<file path="config.mk">
export PLATFORM = sky130hd
export DESIGN_NAME = srw_supervisor
export DESIGN_NICKNAME = d
export VERILOG_FILES = /design/src/design/srw_pkg.sv /design/src/design/srw_supervisor.sv /design/src/design/srw_sync.sv
export VERILOG_INCLUDE_DIRS = /design/src /design/src/design
export SDC_FILE = /design/constraint.sdc
export NUM_CORES = 1
export LEC_CHECK = 0
export ABC_AREA = 1
export BUFFER_PORTS_ARGS = -buffer_cell sky130_fd_sc_hd__buf_2
export CAP_MARGIN = 20
export CELL_PAD_IN_SITES_DETAIL_PLACEMENT = 1
export CELL_PAD_IN_SITES_GLOBAL_PLACEMENT = 2
export CORE_UTILIZATION = 32
export DETAILED_ROUTE_END_ITERATION = 10
export PLACE_DENSITY = 0.79
export SYNTH_ARGS = -nofsm -noshare
export SYNTH_HDL_FRONTEND = slang
export SYNTH_SLANG_ARGS = --single-unit
</file>
<file path="constraint.sdc">
create_clock -name clk_sys -period 1.7 [get_ports clk_sys]
set_input_delay 0.34 -clock clk_sys [delete_from_list [all_inputs] [get_ports clk_sys]]
set_output_delay 0.34 -clock clk_sys [all_outputs]
set_load 0.02 [all_outputs]
</file>
<file path="src/design/srw_params.svh">
// Purpose: Timing constants for the supervisor reset watchdog
// Assumes: 100 MHz clk_sys, 10 ns period
// Notes:   Times kept in their own unit, cycles derived
`ifndef SRW_PARAMS_SVH
`define SRW_PARAMS_SVH

`define SRW_CLK_PERIOD_NS   10
`define SRW_HOLD_MS         140
`define SRW_HOLD_CYCLES     ((`SRW_HOLD_MS * 1000000) / `SRW_CLK_PERIOD_NS)
`define SRW_WD_PERIOD_MS    1600
`define SRW_WD_CYCLES       ((`SRW_WD_PERIOD_MS * 1000000) / `SRW_CLK_PERIOD_NS)
`define SRW_DLY_US          5
`define SRW_DLY_CYCLES      ((`SRW_DLY_US * 1000) / `SRW_CLK_PERIOD_NS)
`define SRW_DEB_US          1
`define SRW_DEB_CYCLES      ((`SRW_DEB_US * 1000) / `SRW_CLK_PERIOD_NS)
`define SRW_CNT_W           28

`endif

</file>
<file path="src/design/srw_pkg.sv">
// Purpose: Types for the supervisor reset watchdog
// Assumes: Nothing
// Notes:   Gray coded states
package srw_pkg;
  typedef enum logic [1:0] {
    SRW_RUN  = 2'b00,
    SRW_HOLD = 2'b01,
    SRW_ACT  = 2'b11
  } srw_state_type;
endpackage

</file>
<file path="src/design/srw_supervisor.sv">
// Contract
// - Hold reset after supply recovers
// - Reset asserted while supply low
// - Manual input low forces reset
// - Debounce manual input, hold pulse
// - Manual hold starts on release
// - Reset within 5 us of press
// - No strobe edge in period resets
// - Watchdog counts only when reset inactive
// - Strobe edge restarts watchdog count
// - Expiry gives hold pulse, then restarts
// - Floating strobe disables watchdog
// - Probe low 7/8, high 1/8
// - Probing repeats every period, even when driven firmly; regular host strobes restart the count before the probe phase
// - Own probe edges never service watchdog
// - Manual input pulled up internally
// - Reset polarity is build parameter
//
// Purpose: Processor supervisor with supply, manual and watchdog reset
// Assumes: Supply comparator is a digital level, 100 MHz clk_sys
// Notes:   Strobe pin has in/out/oe; pull-up is pad level
`timescale 1ns/10ps
`default_nettype none
`include "srw_params.svh"
module srw_supervisor
  import srw_pkg::*;
#(
  parameter logic                 RESET_ACTIVE_HIGH = 1'b0,
  parameter logic [`SRW_CNT_W-1:0] HOLD_TICKS =
    `SRW_CNT_W'(`SRW_HOLD_CYCLES),
  parameter logic [`SRW_CNT_W-1:0] WD_TICKS =
    `SRW_CNT_W'(`SRW_WD_CYCLES),
  parameter logic [7:0]           DEB_TICKS = 8'(`SRW_DEB_CYCLES)
) (
  input  wire logic clk_sys,
  input  wire logic reset,
  input  wire logic supplyLow,
  input  wire logic manual_reset_n,
  input  wire logic watchdog_strobe_in,
  output var  logic strobeOut,
  output var  logic strobeOe,
  output var  logic sysResetOut,
  output var  logic watchdog_expired_out
);
  logic          supplyLowS;
  logic          manualNS;
  logic          strobeS;
  logic          strobePrev_q;
  logic [7:0]    debCnt_q;
  logic          manualHeld_q;
  logic [`SRW_CNT_W-1:0] holdCnt_q;
  logic [`SRW_CNT_W-1:0] wdCnt_q;
  srw_state_type state_q;
  srw_state_type state_d;
  logic          strobeOut_q;
  logic          strobeOe_q;
  logic          floating_q;
  logic          probeHigh_q;
  // Probe flag delayed past the synchroniser latency
  logic [5:0]    probeDly_q;
  logic          rstOut_q;
  logic          wdo_q;

  // Pad pull-up keeps the undriven manual input high
  srw_sync #(.RESET_VAL(1'b0)) u_sync_supply (
    .clk_sys (clk_sys),
    .reset   (reset),
    .din     (supplyLow),
    .dout    (supplyLowS)
  );
  srw_sync #(.RESET_VAL(1'b1)) u_sync_manual (
    .clk_sys (clk_sys),
    .reset   (reset),
    .din     (manual_reset_n),
    .dout    (manualNS)
  );
  srw_sync #(.RESET_VAL(1'b0)) u_sync_strobe (
    .clk_sys (clk_sys),
    .reset   (reset),
    .din     (watchdog_strobe_in),
    .dout    (strobeS)
  );

  wire strobeEdge  = (strobeS != strobePrev_q);
  // Edge caused by own probing is not a host strobe
  wire hostEdge    = strobeEdge && !probeHigh_q && (probeDly_q == 6'h00);
  wire debDone     = (debCnt_q >= DEB_TICKS);
  wire manualAct   = manualHeld_q;
  wire anyHold     = supplyLowS || manualAct;
  wire holdDone    = (holdCnt_q >= HOLD_TICKS - 1'b1);
  wire wdExpire    = (wdCnt_q >= WD_TICKS - 1'b1) && !floating_q;
  wire [`SRW_CNT_W-1:0] probeStart = WD_TICKS - (WD_TICKS >> 3);
  wire probePhase  = (wdCnt_q >= probeStart);
  wire wdPeriodEnd = (wdCnt_q >= WD_TICKS - 1'b1);

  // Debounce: press accepted after stable low for DEB_TICKS
  always_ff @(posedge clk_sys) begin
    if (reset) begin
      debCnt_q     <= 8'h00;
      manualHeld_q <= 1'b0;
    end else if (!manualNS) begin
      if (!debDone) begin
        debCnt_q <= debCnt_q + 8'h01;
      end
      manualHeld_q <= manualHeld_q || debDone;
    end else begin
      debCnt_q     <= 8'h00;
      manualHeld_q <= 1'b0;
    end
  end

  always_comb begin
    state_d = state_q;
    case (state_q)
      SRW_ACT: begin
        if (!anyHold) begin
          state_d = SRW_HOLD;
        end
      end
      SRW_HOLD: begin
        if (anyHold) begin
          state_d = SRW_ACT;
        end else if (holdDone) begin
          state_d = SRW_RUN;
        end
      end
      SRW_RUN: begin
        if (anyHold) begin
          state_d = SRW_ACT;
        end else if (wdExpire && !hostEdge) begin
          state_d = SRW_HOLD;
        end
      end
      default: state_d = SRW_ACT;
    endcase
  end

  always_ff @(posedge clk_sys) begin
    if (reset) begin
      state_q <= SRW_ACT;
    end else begin
      state_q <= state_d;
    end
  end

  always_ff @(posedge clk_sys) begin
    if (reset || state_q != SRW_HOLD) begin
      holdCnt_q <= '0;
    end else begin
      holdCnt_q <= holdCnt_q + 1'b1;
    end
  end

  // Watchdog timer, idle while reset asserted
  always_ff @(posedge clk_sys) begin
    if (reset || state_q != SRW_RUN) begin
      wdCnt_q <= '0;
    end else if (hostEdge || wdPeriodEnd) begin
      wdCnt_q <= '0;
    end else begin
      wdCnt_q <= wdCnt_q + 1'b1;
    end
  end

  // Open pin detection: weak drive, pin follows when nobody drives it
  always_ff @(posedge clk_sys) begin
    if (reset) begin
      strobePrev_q <= 1'b0;
      probeHigh_q  <= 1'b0;
      probeDly_q   <= 6'h00;
      floating_q   <= 1'b0;
      strobeOut_q  <= 1'b0;
      strobeOe_q   <= 1'b0;
    end else begin
      strobePrev_q <= strobeS;
      strobeOe_q   <= (state_q == SRW_RUN);
      strobeOut_q  <= probePhase;
      probeHigh_q  <= probePhase;
      probeDly_q   <= {probeDly_q[4:0], probeHigh_q};
      if (hostEdge) begin
        floating_q <= 1'b0;
      end else if (probePhase && strobeS) begin
        floating_q <= 1'b1;
      end else if (!probePhase && wdCnt_q != '0 && strobeS) begin
        floating_q <= 1'b0;
      end
    end
  end

  always_ff @(posedge clk_sys) begin
    if (reset) begin
      rstOut_q <= RESET_ACTIVE_HIGH;
      wdo_q    <= 1'b0;
    end else begin
      rstOut_q <= (state_d != SRW_RUN) ~^ RESET_ACTIVE_HIGH;
      if (state_q == SRW_RUN && state_d == SRW_HOLD) begin
        wdo_q <= 1'b1;
      end else if (state_d == SRW_RUN) begin
        wdo_q <= 1'b0;
      end
    end
  end

  assign sysResetOut          = rstOut_q;
  assign watchdog_expired_out = wdo_q;
  assign strobeOut            = strobeOut_q;
  assign strobeOe             = strobeOe_q;

  property p_supply_reset;
    @(posedge clk_sys) disable iff (reset)
      supplyLowS |=> ##1 (sysResetOut == RESET_ACTIVE_HIGH);
  endproperty
  a_supply_reset: assert property (p_supply_reset)
    else $error("reset not asserted while supply low");

  property p_manual_fast;
    @(posedge clk_sys) disable iff (reset)
      $fell(manualNS) ##1 !manualNS [*8]
      |-> ##[1:490] (sysResetOut == RESET_ACTIVE_HIGH);
  endproperty
  a_manual_fast: assert property (p_manual_fast)
    else $error("manual reset too slow");

  property p_hold_release;
    @(posedge clk_sys) disable iff (reset)
      (state_q == SRW_HOLD && state_d == SRW_RUN)
      |-> (holdCnt_q == HOLD_TICKS - 1'b1);
  endproperty
  a_hold_release: assert property (p_hold_release)
    else $error("hold time wrong at release");

  property p_wd_idle;
    @(posedge clk_sys) disable iff (reset)
      (state_q != SRW_RUN) |=> (wdCnt_q == '0);
  endproperty
  a_wd_idle: assert property (p_wd_idle)
    else $error("watchdog counted during reset");

  property p_wd_restart;
    @(posedge clk_sys) disable iff (reset)
      (state_q == SRW_RUN && hostEdge && !anyHold) |=> (wdCnt_q == '0);
  endproperty
  a_wd_restart: assert property (p_wd_restart)
    else $error("strobe edge did not restart watchdog");

  property p_expire;
    @(posedge clk_sys) disable iff (reset)
      (state_q == SRW_RUN && wdExpire && !hostEdge && !anyHold)
      |=> (state_q == SRW_HOLD) ##0 (sysResetOut == RESET_ACTIVE_HIGH);
  endproperty
  a_expire: assert property (p_expire)
    else $error("expiry did not assert reset");

  property p_manual_held;
    @(posedge clk_sys) disable iff (reset)
      manualHeld_q |=> (state_q != SRW_RUN);
  endproperty
  a_manual_held: assert property (p_manual_held)
    else $error("reset released during manual press");

  property p_probe_low;
    @(posedge clk_sys) disable iff (reset)
      (state_q == SRW_RUN && !probePhase) |=> !strobeOut;
  endproperty
  a_probe_low: assert property (p_probe_low)
    else $error("probe drove high in low phase");

  property p_float_no_expire;
    @(posedge clk_sys) disable iff (reset)
      (floating_q && state_q == SRW_RUN && !anyHold) |=> (state_q == SRW_RUN);
  endproperty
  a_float_no_expire: assert property (p_float_no_expire)
    else $error("floating strobe caused watchdog reset");
endmodule // srw_supervisor
`default_nettype wire

</file>
<file path="src/design/srw_sync.sv">
// Purpose: Three flop synchroniser with agreement filter
// Assumes: Input asynchronous to clk_sys
// Notes:   Output changes once flops two and three agree
`timescale 1ns/10ps
`default_nettype none
module srw_sync #(
  parameter logic RESET_VAL = 1'b1
) (
  input  wire logic clk_sys,
  input  wire logic reset,
  input  wire logic din,
  output var  logic dout
);
  logic s1_q;
  logic s2_q;
  logic s3_q;
  logic out_q;

  always_ff @(posedge clk_sys) begin
    if (reset) begin
      s1_q  <= RESET_VAL;
      s2_q  <= RESET_VAL;
      s3_q  <= RESET_VAL;
      out_q <= RESET_VAL;
    end else begin
      s1_q <= din;
      s2_q <= s1_q;
      s3_q <= s2_q;
      if (s2_q == s3_q) begin
        out_q <= s3_q;
      end
    end
  end

  assign dout = out_q;
endmodule // srw_sync
`default_nettype wire

</file>
==> results of run 1 <==
## metrics by stage
step           hold slack [ns]  instance area (µm²)  TNS, ns
6_report                 0.166                 5390        0
5_1_grt                  0.167                 5390  -0.0711
4_1_cts                  0.153                 5260        0
3_5_place_dp             0.400                 4960        0
3_3_place_gp             0.391                 4960        0
2_1_floorplan            0.388                 4520        0
## state kept, by name (all words and copies together) (netlist names)
register	flops
u_sync_strobe.s1_q	1
sysResetOut	1
debCnt_q	8
probeHigh_q	1
u_sync_supply.s1_q	1
u_sync_strobe.s3_q	1
u_sync_supply.dout	1
holdCnt_q	28
u_sync_manual.s3_q	1
wdCnt_q	28
u_sync_manual.dout	1
strobeOe	1
floating_q	1
u_sync_manual.s1_q	1
u_sync_supply.s2_q	1
u_sync_supply.s3_q	1
u_sync_strobe.s2_q	1
state_q	2
u_sync_strobe.dout	1
strobePrev_q	1
probeDly_q	6
u_sync_manual.s2_q	1
watchdog_expired_out	1
manualAct	1
## critical path, delay by kind of cell (launching register included)
kind	cells	cell delay (ns)
AND/OR/NAND/NOR	7	0.98
flip-flops	1	0.34
AO/OA/AOI/OAI	1	0.05
buffers and inverters	1	0.12
## logic make-up (layout without fill, tap and decap cells)
kind of cell	count (synthesis)	count (layout)
compound gates	68	68
fa+ha+maj	5	5
buf+inv	112	157
simple gates	354	354
flops	91	91
xor+xnor	15	15
## layout by cell type, fill, tap and decap left out, types with 2 or more instances in the layout
cell	instances
inv_1	94
o211ai_1	2
nor2_1	99
inv_2	9
a21oi_1	37
nor3_1	22
or2_2	7
nand2_4	3
nor2_4	8
o21ai_1	3
ha_1	3
nor2_8	2
nand3_2	7
buf_12	2
xor2_1	12
dfxtp_2	7
xnor2_1	3
nor2_2	3
buf_2	8
nor3_2	5
nor3b_2	4
nand4_1	17
nand3_1	31
inv_8	4
nand2_2	6
or2_0	2
nor4_1	6
dfxtp_1	84
buf_4	28
o21ai_0	20
clkbuf_16	9
ha_2	2
nand2_1	126
## final cells by class
type / instances / share of cell area (%)
Sequential cell: 91 / 34.0
Timing Repair Buffer: 38 / 5.39
Clock buffer: 9 / 4.18
Tap cell: 180 / 4.18
Clock inverter: 7 / 1.46
Inverter: 103 / 7.18
Multi-Input combinational cell: 442 / 43.6
## metal layers
layer / track usage (%) / up-vias
li1: - / 2129
met1: 20.2 / 1909
met2: 29.2 / 22
met3: 3.95 / 13
met4: 4.24 / 0
met5: 0 / -
## power by group
group	total [mW]	internal [mW]	switching, mW
sequential	2.15	2.14	0.00560
clock	2.04	1.05	0.991
combinational	0.0610	0.0224	0.0386
## worst min-delay path by stage
stage	slack (ns)	startpoint	depth (start not counted)	to
2_1_floorplan	0.39	u_sync_strobe.s1_q	2	u_sync_strobe.s2_q
3_3_place_gp	0.39	u_sync_manual.s1_q	1	u_sync_manual.s2_q
3_5_place_dp	0.40	u_sync_manual.s1_q	1	u_sync_manual.s2_q
4_1_cts	0.15	manual_reset_n	2	u_sync_manual.s1_q
5_1_grt	0.17	manual_reset_n	2	u_sync_manual.s1_q
6_report	0.17	manual_reset_n	2	u_sync_manual.s1_q
## timing repair
item / 4_1_cts / 5_1_grt
hold endpoints to repair: 0 / 0
resized for setup: 0 / 27
buffers inserted: 0 / 4
setup endpoints to repair: 0 / 30
==> results_dict.tcl, run 1 <==
set metrics [dict create \
    cp.required_ns 1.95 \
    synthFlopType "dfxtp_1" \
    utilization_pct 39.0 \
    seq_area_frac_synth_pct 40.3 \
    status "finished with violations" \
    drive_gt1_share_pct 17.8 \
    crit_start "wdCnt_q[0]" \
    ir_drop_mv 0.423 \
    cts_hold_buffers 0 \
    cpMaxStageDelayCell "dfxtp_1" \
    slew_headroom_pct 70.9 \
    drt_pass1_iterations 7 \
    cp_max_fo 3 \
    cts_tree "built" \
    dieWidth_um 121 \
    worst_pin_slew_ns 0.433 \
    track_usage_pct 16.6 \
    synth_cells 645 \
    gp_congestion 0.793 \
    power_mw 4.25 \
    pre_cts_ws_ns 0.0306 \
    ys_top_cells_by_count "nand2_1 (128), nor2_1 (101), inv_1 (94)" \
    wl_met2_um 5650 \
    final-seq-area_um2 1830 \
    diodes 0 \
    yosys.area_share.simple_pct 37.6 \
    yosys-mux-area-fraction_pct 0 \
    hpwlAfterDp_um 8910 \
    worst_hold_path_type "input pin to flip-flop" \
    drtIter0Drc 145 \
    synth.avg_cell_area_um2 7.01 \
    end_kind "flip-flop" \
    place_inst 850 \
    hold_violations 0 \
    synth_edf_count 0 \
    synth_xor_area_share_pct 2.90 \
    synth_area_leaders "dfxtp_1 (40%), nand2_1 (11%), nor2_1 (8.4%)" \
    initial_core_util_pct 32.7 \
    drt_wl_total_um 11300 \
    path_class "flip-flop to flip-flop" \
    yosysMostFrequentCell "nand2_1" \
    clock_skew_ns 0.00905 \
    die_area_um2 14600 \
    cap_violations 0 \
    cp-endpoint "wdCnt_q[25]" \
    setup_ws_ns 0.119 \
    ioPinCount 9 \
    synth_top_area_share_pct 40.3 \
    syn_area_um2 4520 \
    drt-wirelength-per-cell_um 13.0 \
    crit_chain "buf_4 > nand3_2 > nor2_4 > nand2_2 > nor2_4 > nand2_1 > nor3_1 > or2_2 > a21oi_1" \
    r2r_start "wdCnt_q[0]" \
    slew_viol_final 0 \
    post_synth_num_cell_types 39 \
    htree_levels 3 \
    gr-total-overflow 0 \
    async_reset_ff_share_pct 0 \
    rsz0062_at_grt "yes" \
    antenna_left 0 \
    core_um2 13800 \
    min_period_over_period_pct 93.0 \
    layoutNonFillerInstCount 870 \
    n_fill_cell 1744 \
    synth_fp_nets 655 \
    die_y_um 121 \
    multi_input_area_um2 2350 \
    antenna_found_initial 0 \
    crit_arrival_ns 1.83 \
    setup_viol 0 \
    area_delta_synth_final_pct 19.1 \
    reg2reg_slack_ns 0.12 \
    period_needed_ns 1.58 \
    io_buffers 8 \
    drc_errors 2 \
    vias 4073 \
    dr_wl_met3_um 224 \
    synth_area_leader_cell "dfxtp_1" \
    grt_max_degree 20 \
    total_leakage_power_nw 2.14 \
    synthAdderAreaFrac_pct 1.38 \
    slowest_delay_ns 0.34 \
    cpMostUsedCell "nor2_4" \
    nets 695 \
    synth_seq_cells 91 \
    clock_sinks 91 \
    grt_pass1_vias 4154 \
    ys_warn_count 0 \
    rr_endpoint "wdCnt_q[25]" \
    m1WireLength_um 5350 \
    cts.path.max_buffers 2 \
    core.rowCount 43 \
    clock_latency_ns 0.36 \
    synth-compound-area-share_pct 8.10 \
    power_density_nw_per_um2 789 \
    synth_top_family_by_area "simple AND/OR/NAND/NOR gates" \
    worstSetupStartpointType "flip-flop" \
    cts_made_buffers 9 \
    dr.max_layer_used "met4" \
    grt_pass1_wl_um 19400 \
    root_buffer "clkbuf_16" \
    fmax_mhz 633 \
    violations "design-rule violations" \
    rr_worst_depth 9 \
    path_clk_slew_ns 0.08 \
    routed_via_density 4.68 \
]
No activity file was read; power rests on OpenSTA's default activity.
==> inputs of run 2 (changes only) <==
- GPL_ROUTABILITY_DRIVEN: default -> 0
- PLACE_DENSITY: 0.79 -> default
- PLACE_DENSITY_LB_ADDON: default -> 0.1
==> results_dict.tcl, run 2 (synthesis results as in run 1) <==
set metrics [dict create \
    status "finished clean" \
    clock_latency_ns 0.35 \
    setup_ws_ns 0.114 \
    drive_gt1_share_pct 19.5 \
    core_um2 13800 \
    ir_drop_mv 0.376 \
    grt_pass1_wl_um 20200 \
    cts_made_buffers 9 \
    drt-wirelength-per-cell_um 13.6 \
    grt_pass1_vias 4265 \
    area_delta_synth_final_pct 19.9 \
    fmax_mhz 630 \
    io_buffers 8 \
    slew_headroom_pct 73.9 \
    crit_arrival_ns 1.83 \
    drt_wl_total_um 11900 \
    drtIter0Drc 74 \
    rr_worst_depth 10 \
    clock_sinks 91 \
    grt_max_degree 16 \
    end_kind "flip-flop" \
    drc_errors 0 \
    hpwlAfterDp_um 9180 \
    die_y_um 121 \
    place_inst 856 \
    nets 699 \
    slew_viol_final 0 \
    cts_tree "built" \
    gr-total-overflow 0 \
    setup_viol 0 \
    final_cell_mix "nand2_1 (126), nor2_1 (98), inv_1 (93)" \
    cp.required_ns 1.94 \
    cts_hold_buffers 0 \
    initial_core_util_pct 32.7 \
    path_clk_slew_ns 0.07 \
    worst_pin_slew_ns 0.388 \
    worstSetupStartpointType "flip-flop" \
    pre_cts_ws_ns 0.0452 \
    drt_pass1_iterations 4 \
    htree_levels 3 \
    track_usage_pct 17.8 \
    routed_via_density 4.65 \
    path_class "flip-flop to flip-flop" \
    period_needed_ns 1.59 \
    ioPinCount 9 \
    diodes 0 \
    die_area_um2 14600 \
    vias 4065 \
    finalSetupTns_ns 0 \
    antenna_found_initial 0 \
    min_period_over_period_pct 93.3 \
    root_buffer "clkbuf_16" \
    worstHoldPathCells 2 \
    final_common_cell "nand2_1" \
    cp_max_fo 3 \
    placed_area_um2 5000 \
    n_fill_cell 1726 \
    cts.path.max_buffers 2 \
    total_leakage_power_nw 2.16 \
    layoutNonFillerInstCount 874 \
    power_density_nw_per_um2 782 \
    core.rowCount 43 \
    hold_violations 0 \
    largestRegisters "holdCnt_q (28), wdCnt_q (28), debCnt_q (8)" \
    worst_hold_path_type "input pin to flip-flop" \
    final_cell_area_um2 5430 \
    clock_skew_ns 0.00746 \
    antenna_left 0 \
    cap_violations 0 \
    dieWidth_um 121 \
]
==> run 2: cell count changes in the layout (fill, tap and decap cells not counted), sizes merged <==
cell      previous run  this run
buf                 38        42
clkinvlp             0         3
inv                108       104
bufinv               0         1
clkinv               2         0
clkbuf               9        11
==> run 2: metrics by stage <==
step	power [mW]	util, %	hold slack, ns
finish	4.24	39.2	0.173
global route	4.44	39.2	0.158
CTS	4.34	38.3	0.153
detailed placement	2.26	36.2	0.399
global placement	2.26	36.2	0.391
floorplan	2.23	-	0.388
==> run 2: path summary, 6_finish.rpt <==
path	to	from	slack, ns
hold / removal	u_sync_manual.s1_q	manual_reset_n	0.17
setup / recovery	wdCnt_q[20]	wdCnt_q[1]	0.11
hold reg to reg	u_sync_strobe.s2_q	u_sync_strobe.s1_q	0.41
setup reg to reg	wdCnt_q[20]	wdCnt_q[1]	0.11
==> run 2: repair_timing <==
item,in CTS,in global routing
endpoints found under the setup margin,0,34
buffers inserted,0,2
gates resized for setup,0,40
==> run 2: per-layer routing <==
metal	part of all wire, %	GRT usage (%)	up-vias
met5	0	0	-
met4	2.3	8.56	0
met3	1.1	2.68	14
met2	50	31.3	14
met1	47	21.0	1905
li1	-	-	2132
==> run 2: area by class of cell <==
| cell class | count | area (µm²) | share of cell area [%] |
|---|---|---|---|
| Multi-Input combinational cell | 442 | 2360 | 43.4 |
| Clock inverter | 5 | 61.3 | 1.13 |
| Tap cell | 180 | 225 | 4.15 |
| Sequential cell | 91 | 1840 | 34.0 |
| Inverter | 103 | 387 | 7.12 |
| Clock buffer | 11 | 233 | 4.29 |
| Timing Repair Buffer | 42 | 320 | 5.90 |
==> run 2: where the power goes <==
group	total [mW]	internal [mW]	leakage, nW	switching (mW)
combinational	0.0606	0.0225	1.28	0.0381
clock	2.03	1.15	0.132	0.888
sequential	2.15	2.14	0.744	0.00551
total	4.24	3.31	2.16	0.932
==> run 2: critical path, cell delays in order, from the launching register on <==
cell and delay [ns]:
dfxtp_1 0.34, ha_2 0.19, nand2_2 0.07, nor2_4 0.11, nand3_4 0.10, inv_2 0.09, nand3_2 0.11, nor2_4 0.17
nand2_1 0.10, nor2_1 0.13, nor3b_2 0.06
==> inputs of run 3 (changes only) <==
- SETUP_SLACK_MARGIN: default -> 0.5
==> results_dict.tcl, run 3 (synthesis results as in run 1) <==
set metrics [dict create \
    htree_levels 3 \
    final_common_cell "nand2_1" \
    nets 738 \
    crit_arrival_ns 1.86 \
    drt_pass1_iterations 6 \
    drt_wl_total_um 12900 \
    cp_max_fo 4 \
    end_kind "flip-flop" \
    fmax_mhz 633 \
    slew_viol_final 0 \
    antenna_left 0 \
    clock_latency_ns 0.35 \
    slew_headroom_pct 71.5 \
    dieWidth_um 121 \
    ir_drop_mv 0.471 \
    final_cell_mix "nand2_1 (105), nor2_1 (84), inv_1 (80)" \
    core_um2 13800 \
    drive_gt1_share_pct 41.2 \
    die_area_um2 14600 \
    setup_viol 0 \
    hpwlAfterDp_um 8980 \
    worst_hold_path_type "input pin to flip-flop" \
    min_period_over_period_pct 93.0 \
    total_leakage_power_nw 2.62 \
    core.rowCount 43 \
    path_clk_slew_ns 0.07 \
    grt_pass1_vias 4374 \
    largestRegisters "holdCnt_q (28), wdCnt_q (28), debCnt_q (8)" \
    clock_sinks 91 \
    path_class "flip-flop to flip-flop" \
    period_needed_ns 1.58 \
    cts.path.max_buffers 2 \
    whs_ns 0.170 \
    area_delta_synth_final_pct 40.7 \
    initial_core_util_pct 32.7 \
    antenna_found_initial 0 \
    status "finished clean" \
    dr_wl_met3_um 152 \
    routed_via_density 4.72 \
    power_mw 4.15 \
    die_y_um 121 \
    clock_skew_ns 0.00641 \
    grt_max_degree 18 \
    min_from "manual_reset_n" \
    worstSetupStartpointType "flip-flop" \
    utilization_pct 46.0 \
    rr_worst_depth 11 \
    vias 4310 \
    diodes 0 \
    gr-total-overflow 0 \
    drtIter0Drc 94 \
    ioPinCount 9 \
    worst_pin_slew_ns 0.428 \
    root_buffer "clkbuf_16" \
    power_density_nw_per_um2 652 \
    cts_tree "built" \
    reg2reg_slack_ns 0.12 \
    io_buffers 8 \
    m1WireLength_um 5690 \
    r2r_start "holdCnt_q[1]" \
    dr.max_layer_used "met4" \
    drc_errors 0 \
    worstHoldPathCells 2 \
    cap_violations 0 \
    wl_met2_um 6800 \
    cp.required_ns 1.98 \
    cts_hold_buffers 0 \
    grt_pass1_wl_um 21000 \
    cts_made_buffers 9 \
    rr_endpoint "holdCnt_q[20]" \
    rsz0062_at_grt "yes" \
    hold_violations 0 \
    hold_end "u_sync_manual.s1_q" \
    track_usage_pct 18.3 \
    drt-wirelength-per-cell_um 14.1 \
]
-- run 3: cell types whose count changed in the layout (fill, tap and decap cells not counted), sizes merged --
cell | before | now
clkbuf | 11 | 10
buf | 42 | 81
bufinv | 1 | 0
clkinvlp | 3 | 2
clkinv | 0 | 3
-- run 3: metal layers --
metal	GRT usage, %	up-vias
li1	-	2217
met1	21.1	2060
met2	33.6	19
met3	2.54	14
met4	7.41	0
met5	0	-
-- run 3: worst max-delay path: stages, from the launching register on --
cell and delay, ns:
dfxtp_4 0.38, ha_4 0.15, nand3_4 0.07, nor2_4 0.13, nand2_4 0.09, nor2_8 0.13
nand2_4 0.10, nor2_8 0.13, nand2_2 0.07, o21bai_2 0.11, inv_1 0.06, nor2_1 0.10
-- run 3: through the flow --
| stage | area, µm² | worst slack, ns | setup TNS [ns] | std cells |
|---|---|---|---|---|
| 4_1_cts | 5820 | 0.0889 | 0 | 890 |
| 5_1_grt | 6360 | 0.0338 | 0 | 913 |
| 3_3_place_gp | 5040 | -0.0210 | -0.0210 | 843 |
| 6_report | 6360 | 0.119 | 0 | 913 |
| 2_1_floorplan | 4660 | 0.239 | 0 | 645 |
| 3_5_place_dp | 5040 | 0.00496 | 0 | 843 |
-- run 3: worst max path at each step --
stage                 start            end  cells after the start
6_report       holdCnt_q[1]  holdCnt_q[20]                     11
2_1_floorplan  holdCnt_q[0]  holdCnt_q[20]                     11
3_5_place_dp     wdCnt_q[9]    wdCnt_q[26]                      7
4_1_cts          wdCnt_q[1]    wdCnt_q[22]                     11
5_1_grt        holdCnt_q[1]  holdCnt_q[20]                     11
3_3_place_gp     wdCnt_q[9]    wdCnt_q[26]                      7
-- run 3: final cells by class --
cell class | instances | area [µm²]
clock buffer | 10 | 239
clock inverter | 6 | 47.5
fill | 1685 | 7460
inverter | 103 | 403
multi-input combinational | 442 | 2840
sequential | 91 | 1920
tap | 180 | 225
timing repair buffer | 81 | 684
-- run 3: power by group --
group / switching, mW / leakage, nW / internal, mW
Sequential: 0.00706 / 0.764 / 2.12
Clock: 0.911 / 0.139 / 1.04
Combinational: 0.0440 / 1.71 / 0.0278
Total: 0.962 / 2.62 / 3.19
-- run 3: repair_timing --
| item | CTS | global route |
|---|---|---|
| setup endpoints to repair | 63 | 67 |
| resized for setup | 95 | 113 |
| pin swaps | 31 | 40 |
| buffers inserted | 31 | 23 |
